### src/swd_pkg.sv
// swd_pkg: register map, field layout, reset values, timing constants
// assumes a 50 MHz clock and an Avalon-MM register bus with byte addresses
package swd_pkg;
   // ********************************
   // register byte offsets
   // ********************************
   localparam logic [5:0] REG_CTRL = 6'h00;
   localparam logic [5:0] REG_BITQ = 6'h04;
   localparam logic [5:0] REG_SPT  = 6'h08;
   localparam logic [5:0] REG_CSEL = 6'h0C;
   localparam logic [5:0] REG_ULIM = 6'h10;
   localparam logic [5:0] REG_LLIM = 6'h14;
   localparam logic [5:0] REG_FILT = 6'h18;
   localparam logic [5:0] REG_CNTH = 6'h1C;
   localparam logic [5:0] REG_CNTL = 6'h20;
   localparam logic [5:0] REG_TRIM = 6'h24;
   localparam logic [5:0] REG_OPT  = 6'h28;
   localparam logic [5:0] REG_STAT = 6'h2C;
   // ********************************
   // reset values and field positions
   // ********************************
   localparam logic [7:0] BITQ_RST = 8'h0A;
   localparam logic [5:0] SPT_RST  = 6'h33;
   localparam logic [1:0] CSEL_RST = 2'h0;
   localparam logic [7:0] ULIM_RST = 8'h0F;
   localparam logic [7:0] LLIM_RST = 8'h05;
   localparam logic [4:0] FILT_RST = 5'h05;
   localparam logic [7:0] TRIM_RST = 8'h80;
   localparam logic [7:0] OPT_RST  = 8'h00;
   localparam int         STAT_FLAG = 8;
   localparam int         STAT_QLSB = 16;
   localparam logic [1:0] UNLOCK   = 2'h3;
   // ********************************
   // frame and counter constants
   // ********************************
   localparam logic [5:0] ERR_OVF   = 6'h20;
   localparam logic [4:0] EDL_IDX   = 5'h0E;
   localparam logic [3:0] EOF_BITS  = 4'h7;
   localparam logic [3:0] IDLE_BITS = 4'h6;
   localparam logic [2:0] STUFF_RUN = 3'h5;
   localparam int         CLK_KHZ   = 50000;
   localparam int         IDLE_MS   = 600;
   localparam int         IDLE_CYC  = IDLE_MS * CLK_KHZ;
   // control word, top field first, measure enable lands in bit 0
   typedef struct packed {
      logic [1:0] trim_unlock;
      logic       wake_receiver_select;
      logic       clock_recovery_enable;
      logic       error_counter_freeze;
      logic       fd_tolerance_enable;
      logic       oscillator_measure_enable;
   } swd_ctrl_t;
   localparam swd_ctrl_t CTRL_RST = '0;
   // outcome of one frame
   typedef struct packed {
      logic ok;
      logic fd;
      logic err;
   } swd_evt_t;
   typedef enum logic [1:0] {ST_IDLE, ST_HEAD, ST_CLASSIC, ST_SKIP} swd_state_t;
endpackage : swd_pkg

### src/swd_decoder.sv
// swd_decoder: selective-wake frame decoder configuration and run-time core
// assumes synchronous inputs, 50 MHz clk, Avalon-MM master on the bus side
// Contract
// - measure enable counts transmit pulse length
// - trim writes only when unlocked and measuring
// - FD tolerant: stop decoding FD frames
// - no stuff/CRC/form checks after EDL
// - no wake from FD frames
// - ready again after FD end-of-frame
// - EDL one is FD, zero classic
// - tolerance off: FD/bad up, good down
// - tolerance on, unfrozen: good frames down
// - tolerance and freeze: counter held zero
// - idle timeout clears counter freeze
// - recovery adjusts decode clock to stream
// - limit reached reloads bit quanta
// - receiver select picks decoder input
// - bit quanta sets quanta per bit
// - overflow wakes, flags, shows 100000
// - idle timeout 0.6 to 1.2 seconds
//
// The implementer's own choices: the Avalon-MM slave port and the register offsets.
`timescale 1ns/100ps
module swd_decoder #(
   parameter int IDLE_CYCLES = swd_pkg::IDLE_CYC
) (
   // clock and reset
   input  wire  logic        clk,
   input  wire  logic        reset_n,
   // avalon-mm slave
   input  wire  logic [5:0]  avs_address,
   input  wire  logic        avs_read,
   input  wire  logic        avs_write,
   input  wire  logic [31:0] avs_writedata,
   output logic       [31:0] avs_readdata,
   output logic              avs_waitrequest,
   // bus receivers and transmit pin
   input  wire  logic        rx_normal,
   input  wire  logic        rx_wake,
   input  wire  logic        transmit_data_input,
   // oscillator trim outputs
   output logic       [7:0]  osc_trim,
   output logic       [7:0]  osc_option,
   // wake outputs
   output logic              frame_accept,
   output logic              wake_request,
   output logic              wake_config_error_flag,
   output logic       [5:0]  error_count_value
);
   import swd_pkg::*;

   // ********************************
   // register bus
   // ********************************
   swd_ctrl_t  ctrl;
   logic [7:0] bit_quanta_setting, ulim, llim;
   logic [5:0] sample_point_setting;
   logic [1:0] recovery_clock_select;
   logic [4:0] fd_dominant_filter;
   logic [15:0] pulse_count;
   logic       ack, wr, rd, idle_expire;
   logic [7:0] cur_q;

   // one wait cycle, then the answer
   always_ff @(posedge clk) begin
      if (!reset_n) ack <= 1'b0;
      else ack <= (avs_read | avs_write) & ~ack;
   end
   assign avs_waitrequest = ~ack;
   assign wr = avs_write & ack;
   assign rd = avs_read & ~ack;

   // read mux, unmapped reads zero
   always_ff @(posedge clk) begin
      if (!reset_n) avs_readdata <= 32'h0;
      else if (rd) begin
         case (avs_address)
            REG_CTRL: avs_readdata <= {25'h0, ctrl};
            REG_BITQ: avs_readdata <= {24'h0, bit_quanta_setting};
            REG_SPT:  avs_readdata <= {26'h0, sample_point_setting};
            REG_CSEL: avs_readdata <= {30'h0, recovery_clock_select};
            REG_ULIM: avs_readdata <= {24'h0, ulim};
            REG_LLIM: avs_readdata <= {24'h0, llim};
            REG_FILT: avs_readdata <= {27'h0, fd_dominant_filter};
            REG_CNTH: avs_readdata <= {24'h0, pulse_count[15:8]};
            REG_CNTL: avs_readdata <= {24'h0, pulse_count[7:0]};
            REG_TRIM: avs_readdata <= {24'h0, osc_trim};
            REG_OPT:  avs_readdata <= {24'h0, osc_option};
            REG_STAT: avs_readdata <= {8'h0, cur_q, 7'h0,
                                       wake_config_error_flag, 2'h0, error_count_value};
            default:  avs_readdata <= 32'h0;
         endcase
      end
   end

   // control word; idle timeout drops the freeze bit
   always_ff @(posedge clk) begin
      if (!reset_n) ctrl <= CTRL_RST;
      else if (wr && avs_address == REG_CTRL) ctrl <= swd_ctrl_t'(avs_writedata[6:0]);
      else if (idle_expire) ctrl.error_counter_freeze <= 1'b0;
   end

   // bit timing and recovery setup
   always_ff @(posedge clk) begin
      if (!reset_n) begin
         bit_quanta_setting    <= BITQ_RST;
         sample_point_setting  <= SPT_RST;
         recovery_clock_select <= CSEL_RST;
         ulim                  <= ULIM_RST;
         llim                  <= LLIM_RST;
         fd_dominant_filter    <= FILT_RST;
      end else if (wr) begin
         case (avs_address)
            REG_BITQ: bit_quanta_setting    <= avs_writedata[7:0];
            REG_SPT:  sample_point_setting  <= avs_writedata[5:0];
            REG_CSEL: recovery_clock_select <= avs_writedata[1:0];
            REG_ULIM: ulim                  <= avs_writedata[7:0];
            REG_LLIM: llim                  <= avs_writedata[7:0];
            REG_FILT: fd_dominant_filter    <= avs_writedata[4:0];
            default: ;
         endcase
      end
   end

   // ********************************
   // oscillator measure and trim
   // ********************************
   logic        txd_q, trim_open;
   logic [15:0] meas_cnt;
   assign trim_open = (ctrl.trim_unlock == UNLOCK) && ctrl.oscillator_measure_enable;

   // trim only while unlocked and measuring
   always_ff @(posedge clk) begin
      if (!reset_n) begin
         osc_trim   <= TRIM_RST;
         osc_option <= OPT_RST;
      end else if (wr && trim_open) begin
         if (avs_address == REG_TRIM) osc_trim <= avs_writedata[7:0];
         if (avs_address == REG_OPT) osc_option <= avs_writedata[7:0];
      end
   end

   // time a low pulse, latch its length at release
   always_ff @(posedge clk) begin
      if (!reset_n) begin
         txd_q       <= 1'b1;
         meas_cnt    <= 16'h0;
         pulse_count <= 16'h0;
      end else begin
         txd_q <= transmit_data_input;
         if (ctrl.oscillator_measure_enable) begin
            if (txd_q && !transmit_data_input) meas_cnt <= 16'h1;
            else if (!transmit_data_input && meas_cnt != 16'hFFFF)
               meas_cnt <= meas_cnt + 16'h1;
            if (!txd_q && transmit_data_input) pulse_count <= meas_cnt;
         end
      end
   end

   // ********************************
   // bit timing and clock recovery
   // ********************************
   swd_state_t state;
   logic       rxs, rx_q, fall, tq_tick, smp;
   logic [2:0] presc;
   logic [7:0] tq_cnt, spt_pos;
   logic [13:0] prod;

   function automatic logic [2:0] presc_lim(input logic [1:0] sel);
      presc_lim = 3'((4'h1 << sel) - 4'h1);
   endfunction : presc_lim

   assign rxs     = ctrl.wake_receiver_select ? rx_wake : rx_normal;
   assign fall    = rx_q && !rxs;
   assign tq_tick = presc == presc_lim(recovery_clock_select);
   assign prod    = 14'(cur_q) * 14'(sample_point_setting);
   assign spt_pos = prod[13:6];
   assign smp     = tq_tick && tq_cnt == spt_pos;

   // quantum prescaler and bit counter, resync on falling edge except in ST_SKIP
   always_ff @(posedge clk) begin
      if (!reset_n) begin
         rx_q   <= 1'b1;
         presc  <= 3'h0;
         tq_cnt <= 8'h0;
      end else begin
         rx_q <= rxs;
         if (fall && state != ST_SKIP) begin
            presc  <= 3'h0;
            tq_cnt <= 8'h0;
         end else begin
            presc <= tq_tick ? 3'h0 : presc + 3'h1;
            if (tq_tick) tq_cnt <= (tq_cnt >= cur_q - 8'h1) ? 8'h0 : tq_cnt + 8'h1;
         end
      end
   end

   // recovery: nudge quanta per bit by edge phase
   logic [7:0] next_q;
   always_comb begin
      next_q = cur_q;
      if (tq_cnt != cur_q - 8'h1) // in-phase edge falls on the last quantum
         next_q = (tq_cnt < {1'b0, cur_q[7:1]}) ? cur_q + 8'h1 : cur_q - 8'h1;
   end
   always_ff @(posedge clk) begin
      if (!reset_n) cur_q <= BITQ_RST;
      else if (!ctrl.clock_recovery_enable) cur_q <= bit_quanta_setting;
      else if (fall && (state == ST_HEAD || state == ST_CLASSIC)) begin
         if (next_q >= ulim || next_q <= llim) cur_q <= bit_quanta_setting;
         else cur_q <= next_q;
      end
   end

   // ********************************
   // frame decoder
   // ********************************
   swd_evt_t   kind, evt;
   logic [4:0] bit_idx;
   logic [2:0] run;
   logic [3:0] rec;
   logic [4:0] dom_len;
   logic       last, dom_seen;

   // dominant filter for skipped data phase
   always_ff @(posedge clk) begin
      if (!reset_n) begin
         dom_len  <= 5'h0;
         dom_seen <= 1'b0;
      end else begin
         dom_len <= rxs ? 5'h0 : (dom_len == 5'h1F ? dom_len : dom_len + 5'h1);
         if (smp) dom_seen <= 1'b0;
         else if (!rxs && dom_len + 5'h1 >= fd_dominant_filter) dom_seen <= 1'b1;
      end
   end

   always_ff @(posedge clk) begin
      if (!reset_n) begin
         state   <= ST_IDLE;
         kind    <= '0;
         evt     <= '0;
         bit_idx <= 5'h0;
         run     <= 3'h0;
         rec     <= 4'h0;
         last    <= 1'b1;
      end else begin
         evt <= '0;
         case (state)
            ST_IDLE: begin
               if (fall && rec >= IDLE_BITS) begin
                  state   <= ST_HEAD;
                  bit_idx <= 5'h0; // sof counted at its own sample point
                  run     <= 3'h0;
                  last    <= 1'b0;
                  rec     <= 4'h0;
               end else if (smp) rec <= rxs ? (rec == 4'hF ? rec : rec + 4'h1) : 4'h0;
            end
            ST_HEAD, ST_CLASSIC: begin
               if (smp && run == STUFF_RUN) begin
                  if (rxs == last) begin
                     state <= ST_SKIP;
                     rec   <= 4'h0;
                     kind  <= (state == ST_CLASSIC && rxs) ? 3'b100 : 3'b001;
                  end else begin
                     run  <= 3'h1;
                     last <= rxs;
                  end
               end else if (smp) begin
                  run     <= (rxs == last) ? run + 3'h1 : 3'h1;
                  last    <= rxs;
                  bit_idx <= bit_idx + 5'h1;
                  if (state == ST_HEAD && bit_idx == EDL_IDX) begin
                     if (rxs) begin
                        state <= ST_SKIP;
                        rec   <= 4'h0;
                        kind  <= 3'b010;
                     end else state <= ST_CLASSIC;
                  end
               end
            end
            ST_SKIP: begin
               if (smp) begin
                  if (dom_seen || !rxs) rec <= 4'h0;
                  else if (rec + 4'h1 >= EOF_BITS) begin
                     state <= ST_IDLE;
                     evt   <= kind;
                     rec   <= EOF_BITS;
                  end else rec <= rec + 4'h1;
               end
            end
            default: state <= ST_IDLE;
         endcase
      end
   end

   // ********************************
   // error counter, wake and idle timer
   // ********************************
   logic        inc, dec;
   logic [31:0] idle_cnt;
   assign inc = evt.err | (evt.fd & ~ctrl.fd_tolerance_enable);
   assign dec = evt.ok | (evt.fd & ctrl.fd_tolerance_enable);

   always_ff @(posedge clk) begin
      if (!reset_n) error_count_value <= 6'h0;
      else if (ctrl.fd_tolerance_enable && ctrl.error_counter_freeze)
         error_count_value <= 6'h0;
      else if (inc && error_count_value != ERR_OVF)
         error_count_value <= error_count_value + 6'h1;
      else if (dec && !inc && error_count_value != 6'h0 && error_count_value != ERR_OVF)
         error_count_value <= error_count_value - 6'h1;
   end

   // overflow wakes and flags; set wins over a clearing write
   always_ff @(posedge clk) begin
      if (!reset_n) begin
         wake_request           <= 1'b0;
         wake_config_error_flag <= 1'b0;
         frame_accept           <= 1'b0;
      end else begin
         wake_request <= inc && error_count_value == ERR_OVF - 6'h1 &&
                         !(ctrl.fd_tolerance_enable && ctrl.error_counter_freeze);
         frame_accept <= evt.ok;
         if (wake_request) wake_config_error_flag <= 1'b1;
         else if (wr && avs_address == REG_STAT && avs_writedata[STAT_FLAG])
            wake_config_error_flag <= 1'b0;
      end
   end

   // continuous recessive bus time
   always_ff @(posedge clk) begin
      if (!reset_n) idle_cnt <= 32'h0;
      else if (!rxs) idle_cnt <= 32'h0;
      else if (idle_cnt != 32'(IDLE_CYCLES)) idle_cnt <= idle_cnt + 32'h1;
   end
   assign idle_expire = rxs && idle_cnt == 32'(IDLE_CYCLES - 1);
endmodule : swd_decoder

### config.mk
export PLATFORM = sky130hd
export DESIGN_NAME = swd_decoder
export DESIGN_NICKNAME = d
export VERILOG_FILES = /design/src/swd_pkg.sv /design/src/swd_decoder.sv
export SDC_FILE = /design/constraint.sdc
export NUM_CORES = 1
export LEC_CHECK = 0
export BUFFER_PORTS_ARGS = -buffer_cell sky130_fd_sc_hd__buf_2
export CAP_MARGIN = 20
export CORE_MARGIN = 4
export CORE_UTILIZATION = 60
export CTS_BUF_LIST = sky130_fd_sc_hd__clkbuf_8
export CTS_CLUSTER_SIZE = 30
export DETAILED_ROUTE_END_ITERATION = 8
export GPL_TIMING_DRIVEN = 0
export PLACE_DENSITY = 0.87
export SKIP_LAST_GASP = 1
export SLEW_MARGIN = 15
export SYNTH_ARGS = -nofsm -noshare
export SYNTH_HDL_FRONTEND = slang
export SYNTH_SLANG_ARGS = --single-unit
### constraint.sdc
create_clock -name clk -period 9.95 [get_ports clk]
set_input_delay 1.4925 -clock clk [delete_from_list [all_inputs] [get_ports clk]]
set_output_delay 1.4925 -clock clk [all_outputs]
set_load 0.1 [all_outputs]
# Word level (Yosys, flattened, before mapping)

Cells that the tools add are included.

Input port bits: 45
Word-level logic and storage cells: 248
Register bits: 214

Reduce and logical (&&, ||, !) cells: 67
Shift operators: 1
Multiplexer cells: 60
$mul: 1
Add/sub/neg operators: 13
Eq/ne operators: 44
Bitwise gates (word level): 14
Order comparisons: 7

Operators by type and width:

| operator                                                                 | number |
|---|---|
| 24-bit case mux with 12 select lines                                     | 1 |
| 4-bit 2-to-1 mux                                                         | 12 |
| 8-bit 2-to-1 mux                                                         | 6 |
| 3-bit 2-to-1 mux                                                         | 11 |
| 32-bit by 1-bit adder with 32-bit output (second input constant)         | 1 |
| 32-bit by 25-bit equality test with 1-bit output (second input constant) | 1 |
| 16-bit 2-to-1 mux                                                        | 2 |
| 32-bit by 25-bit != test with 1-bit output (second input constant)       | 1 |
| 6-bit by 5-bit equality test with 1-bit output (second input constant)   | 5 |
| 1-bit logical AND                                                        | 25 |
| 6-bit equality test (second input constant)                              | 4 |
| 2-bit AND reduction                                                      | 11 |
| 3-bit != test (second input constant)                                    | 6 |
| 16-bit by 1-bit adder with 16-bit output (second input constant)         | 1 |
| 8-bit by 1-bit adder with 8-bit output (second input constant)           | 2 |
| 8-bit greater-or-equal comparator                                        | 2 |
| 2-bit 2-to-1 mux                                                         | 8 |
| 16-bit != test (second input constant)                                   | 1 |
| 2-bit nonzero test                                                       | 8 |
| 5-bit 2-to-1 mux                                                         | 3 |
| 8-bit by 6-bit multiplier with 14-bit output                             | 1 |
| 2-bit != test (second input constant)                                    | 7 |
| 7-bit AND reduction                                                      | 2 |
| 6-bit by 4-bit equality test with 1-bit output (second input constant)   | 2 |
| 46 further kinds                                                         | 84 |

# Depth between registers and ports, before layout

Word-level depth: 9
Mapped depth: 24

# Worst setup path after synthesis

Ideal clock, no wire load.

Path type: register -> register
Start point: register cur_q[0]
End point: register cur_q[2]
Arrival time: 4.693 ns
Stages on the path, launching flop included: 25
Period minus slack after synthesis: 4.813 ns
Setup time: 0.120 ns
Data required time: 9.830 ns
Path buffers: 3
Path slack: 5.137 ns
Cell sequence: dfxtp_1 -> clkbuf_1 -> inv_1 -> ha_1 -> nand3_1 -> nor3_1 -> xnor2_1 -> inv_1 -> ha_1 -> nand4_1 -> or2_2 -> clkbuf_1 -> nor2_1 -> a21o_1 -> ha_1 -> nor2b_1 -> o21a_1 -> o21a_1 -> o21ai_0 -> a21oi_1 -> o311ai_0 -> or2_2 -> clkbuf_1 -> nor4b_1 -> o31a_1

Longest elaborated chain between the ends: 8
Elaborated cells on any way between the ends: 11
Those cells by class: add/sub: 2; order compare: 2; eq/ne: 1; mux: 5; reduce/logical: 1

Ends and longest elaborated chain:

| what                                                                                                  | line                                   | RTL |
|---|---|---|
| from (decl)                                                                                           | swd_decoder.sv:62                      | `logic [7:0] cur_q;` |
| from (signal assigned)                                                                                | swd_decoder.sv:207                     | `else if (!ctrl.clock_recovery_enable) cur_q <= bit_quanta_setting;` |
| from (signal assigned)                                                                                | swd_decoder.sv:209                     | `if (next_q >= ulim \|\| next_q <= llim) cur_q <= bit_quanta_setting;` |
| from (signal assigned)                                                                                | swd_decoder.sv:210                     | `else cur_q <= next_q;` |
| 8-bit by 1-bit subtractor with 8-bit output or 8-bit by 1-bit adder with 8-bit output (tied branches) | swd_decoder.sv:202, swd_decoder.sv:203 |  |
| 8-bit != test or 8-bit 2-to-1 mux (tied branches)                                                     | swd_decoder.sv:202, swd_decoder.sv:203 |  |
| 8-bit 2-to-1 mux (*)                                                                                  | swd_decoder.sv:202                     | `if (tq_cnt != cur_q - 8'h1)` |
| 8-bit greater-or-equal comparator or 8-bit <= comparator (tied branches)                              | swd_decoder.sv:209                     |  |
| 1-bit logical OR                                                                                      | swd_decoder.sv:209                     |  |
| 8-bit 2-to-1 mux (*)                                                                                  | swd_decoder.sv:209                     |  |
| 8-bit 2-to-1 mux (*)                                                                                  | swd_decoder.sv:208                     | `else if (fall && (state == ST_HEAD \|\| state == ST_CLASSIC)) begin` |
| 8-bit 2-to-1 mux (*)                                                                                  | swd_decoder.sv:207                     |  |

Every way passes the cells marked *; elsewhere a longest branch is shown, timed or not. The select of a mux whose other input is x is not followed.
A chain may end at the register's enable or synchronous reset.

# Worst setup path in the final report

Ends and elaborated chain as after synthesis.

==> results.sh <==
export IMPL_status="finished, final reports clean"
export IMPL_area_growth_pct=9.32
export IMPL_dpl_cell_area_um2=12500
export IMPL_synth_cell_types=78
export IMPL_start_util=0.610
export IMPL_cts_resized=0
export IMPL_die_area_um2=22100
export IMPL_utilization=0.667
export IMPL_cp_start_kind="flip-flop"
export IMPL_nNetsFinal=1697
export IMPL_peakVddDrop_v=0.0000905
export IMPL_worstPathArrival_ns=6.60
export IMPL_antenna_found_initial=0
export IMPL_post_cts_buffers=0
export IMPL_postRouteAntennaNets=0
export IMPL_cts_root_buf="clkbuf_8"
export IMPL_worst_path_max_fanout=10
export IMPL_syn_avg_cell_area_um2=8.14
export IMPL_routed_wl_um=33600
export IMPL_rows=51
export IMPL_cts_sinks=199
export IMPL_hold_violations=0
export IMPL_cts_tree="yes"
export IMPL_end_kind="flip-flop"
export IMPL_power_uw=1590
export IMPL_gp_congestion=0.971
export IMPL_grt_pass1_vias=10700
export IMPL_nFillCells=1602
export IMPL_drv_slew=0
export IMPL_htree_levels=4
export IMPL_dr_pass1_iters=7
export IMPL_r2r_start="cur_q[0]$_SDFFE_PN0P_"
export IMPL_hold_path_class="flip-flop to flip-flop"
export IMPL_multiInputGateArea_um2=7300
export IMPL_min_from="ack$_SDFF_PN0_"
export IMPL_ios=103
export IMPL_cellPowerDensity_nw_per_um2=123
export IMPL_crit_path_top_delay_cell="o311ai_0"
export IMPL_stdcell_area_um2=13000
export IMPL_p_seq_frac=0.511
export IMPL_p_sw_uw=525
export IMPL_combPwrFrac=0.147
export IMPL_crit_start="cur_q[0]$_SDFFE_PN0P_"
export IMPL_grt_overflow_total=0
export IMPL_synth_warnings=0
export IMPL_ctsHoldBuffers=0
export IMPL_finalCritPeriodShare=0.624
export IMPL_fin_worst_skew_ns=0.0171
export IMPL_critical_path_class="flip-flop to flip-flop"
export IMPL_netlist_area_um2=11900
export IMPL_p_int_uw=1070
export IMPL_final_seq_area_um2=3980
export IMPL_antenna_cells=0
export IMPL_wl_per_cell_um=18.4
export IMPL_setup_ws_ns=3.74
export IMPL_drt_iter0_drc=1190
export IMPL_preCtsSetupSlack_ns=3.97
export IMPL_numCtsBuffers=17
export IMPL_grt_setup_unrepaired="no"
export IMPL_die_h_um=149
export IMPL_setup_viol=0
export IMPL_synth_ff_type="dfxtp_1"
export IMPL_clockBufferDepth=2
export IMPL_port_buffer_count=57
export IMPL_syn_inst=1459
export IMPL_clkTransAtPathRegs_ns=0.12
export IMPL_hpwl_um=25200
export IMPL_core_area_um2=19500
export IMPL_drive_gt1_frac=0.0806
export IMPL_cap_viol_max_count=0
export IMPL_max_stage_delay_ns=0.66
export IMPL_swShare=0.329
export IMPL_p_leak_uw=0.00520
export IMPL_worstPathCellList="clkbuf_1, inv_1, ha_1, nand3_1, nor3_1, xnor2_1, inv_1, ha_1, nand4_1, nor2_1, clkbuf_1, nor2_1, xnor2_1, ha_1, o21a_1, o21a_1, o21ai_0, a21oi_1, o311ai_0, or2_2, clkbuf_1, nor4b_1, o31a_1"
export IMPL_max_clock_freq_mhz=161
export IMPL_die_x_um=149
export IMPL_synthArstFlopShare=0
export IMPL_period_needed_ns=6.21
export IMPL_crit_required_ns=10.34
export IMPL_via_count=11200
export IMPL_drcViolationCount=0
export IMPL_worstMarginPinSlew_ns=1.01
export IMPL_grt_use_total=0.303
export IMPL_clkPwrFrac=0.342
export IMPL_grt_pass1_wl_um=54400
export IMPL_vias_per_cell=6.14
export IMPL_slew_headroom=0.322
export IMPL_yosysSeqAreaShare=0.336
export IMPL_synth_seq_cells=199
export IMPL_grt_max_degree=23
export IMPL_synth_edf_count=0
export IMPL_clock_latency_ns=0.49
export IMPL_setup_tns_ns=0
-- worst max-delay path, delay by kind of cell (launching register included) --
family	cells	cell delay, ns
buf+inv	5	1.53
compound gates	6	1.46
simple gates	7	1.30
fa+ha+maj	3	0.90
xor+xnor	2	0.52
flops	1	0.42
-- logic make-up (layout without fill, tap and decap cells) --
| logic type | Yosys count | after routing | synth area share |
|---|---|---|---|
| xor+xnor | 76 | 76 | 0.0561 |
| flops | 199 | 199 | 0.336 |
| mux | 32 | 32 | 0.0272 |
| simple gates | 602 | 602 | 0.242 |
| fa+ha+maj | 102 | 102 | 0.123 |
| other cells | 1 | 15 | 0.000316 |
| compound gates | 294 | 294 | 0.162 |
| buf+inv | 153 | 243 | 0.0541 |
-- metrics by stage --
step	hold WS (ns)	instances
floorplan	0.414	1473
global route	0.475	1828
global placement	0.425	1795
detailed placement	0.437	1795
CTS	0.457	1827
finish	0.459	1828
-- worst paths after layout --
check        cells past startpoint               endpoint  slack (ns)
max reg2reg                     23  cur_q[2]$_SDFFE_PN0P_        3.74
min reg2reg                      1         ack$_SDFF_PN0_        0.46
max                             23  cur_q[2]$_SDFFE_PN0P_        3.74
min                              1         ack$_SDFF_PN0_        0.46
-- cells in the mapped netlist, types with 4 or more instances --
master	count	area, um2
o211ai_1	12	90.1
or3_1	16	100
a41oi_1	6	52.6
a21o_1	11	82.6
or2_2	4	25.0
a22o_1	9	78.8
and4_1	5	43.8
fa_1	25	500
dfxtp_1	199	3980
and3_1	24	150
nand2b_1	18	113
a22oi_1	35	263
nand3b_1	5	37.5
nor2_1	145	544
buf_4	15	113
a221oi_1	7	61.3
inv_1	73	274
o21ai_0	44	220
o21a_1	6	45.0
and2_1	30	188
a211oi_1	5	37.5
nor4_1	9	56.3
clkbuf_1	57	214
a21oi_1	101	505
nand3_1	62	310
xor2_1	37	324
nor3_1	33	165
nor2b_1	9	56.3
nand4_1	18	113
mux2i_1	30	300
a31oi_1	16	100
nand2_1	205	769
ha_1	77	963
xnor2_1	39	342
-- power groups by stage --
stage	registers [uW]	logic [uW]	clock network (uW)
2_1_floorplan	830	170	0
3_3_place_gp	832	218	0
3_5_place_dp	832	223	0
4_1_cts	815	226	548
5_1_grt	816	253	579
6_report	815	234	545
-- cell type report --
class	instances	area share
Inverter	74	0.0214
Tap cell	265	0.0255
Clock buffer	17	0.0180
Buffer	79	0.0281
Clock inverter	15	0.0148
Timing Repair Buffer	58	0.0224
Multi-Input combinational cell	1121	0.563
Sequential cell	199	0.307
-- placed cells by master (no fill, tap or decap), drive strengths merged, types with 25 or more instances in the layout --
cell type	n
inv	81
nor3	33
dfxtp	199
xnor2	39
ha	77
nor2	145
a22oi	35
a21oi	103
clkbuf	75
nand3	62
mux2i	30
buf	79
and2	31
nand2	205
fa	25
xor2	37
o21ai	46
-- registers in the layout (all words and copies together), names as in the netlist, 4 cells and up --
signal	flops
bit_idx	5
dom_len	5
ctrl	7
bit_quanta_setting	8
error_count_value	6
llim	8
osc_option	8
cur_q	8
meas_cnt	16
idle_cnt	32
tq_cnt	8
ulim	8
sample_point_setting	6
rec	4
fd_dominant_filter	5
pulse_count	16
osc_trim	8
avs_readdata	17
-- per-layer routing --
layer	part of all wire	vias to the layer above	global-route usage	routed length, um
met4	0.040	0	0.124	1340
met2	0.47	606	0.503	15800
li1	-	5247	-	-
met1	0.40	5234	0.391	13300
met3	0.094	129	0.0576	3150
met5	0	-	0	0
No activity file was read; power rests on OpenSTA's default activity.
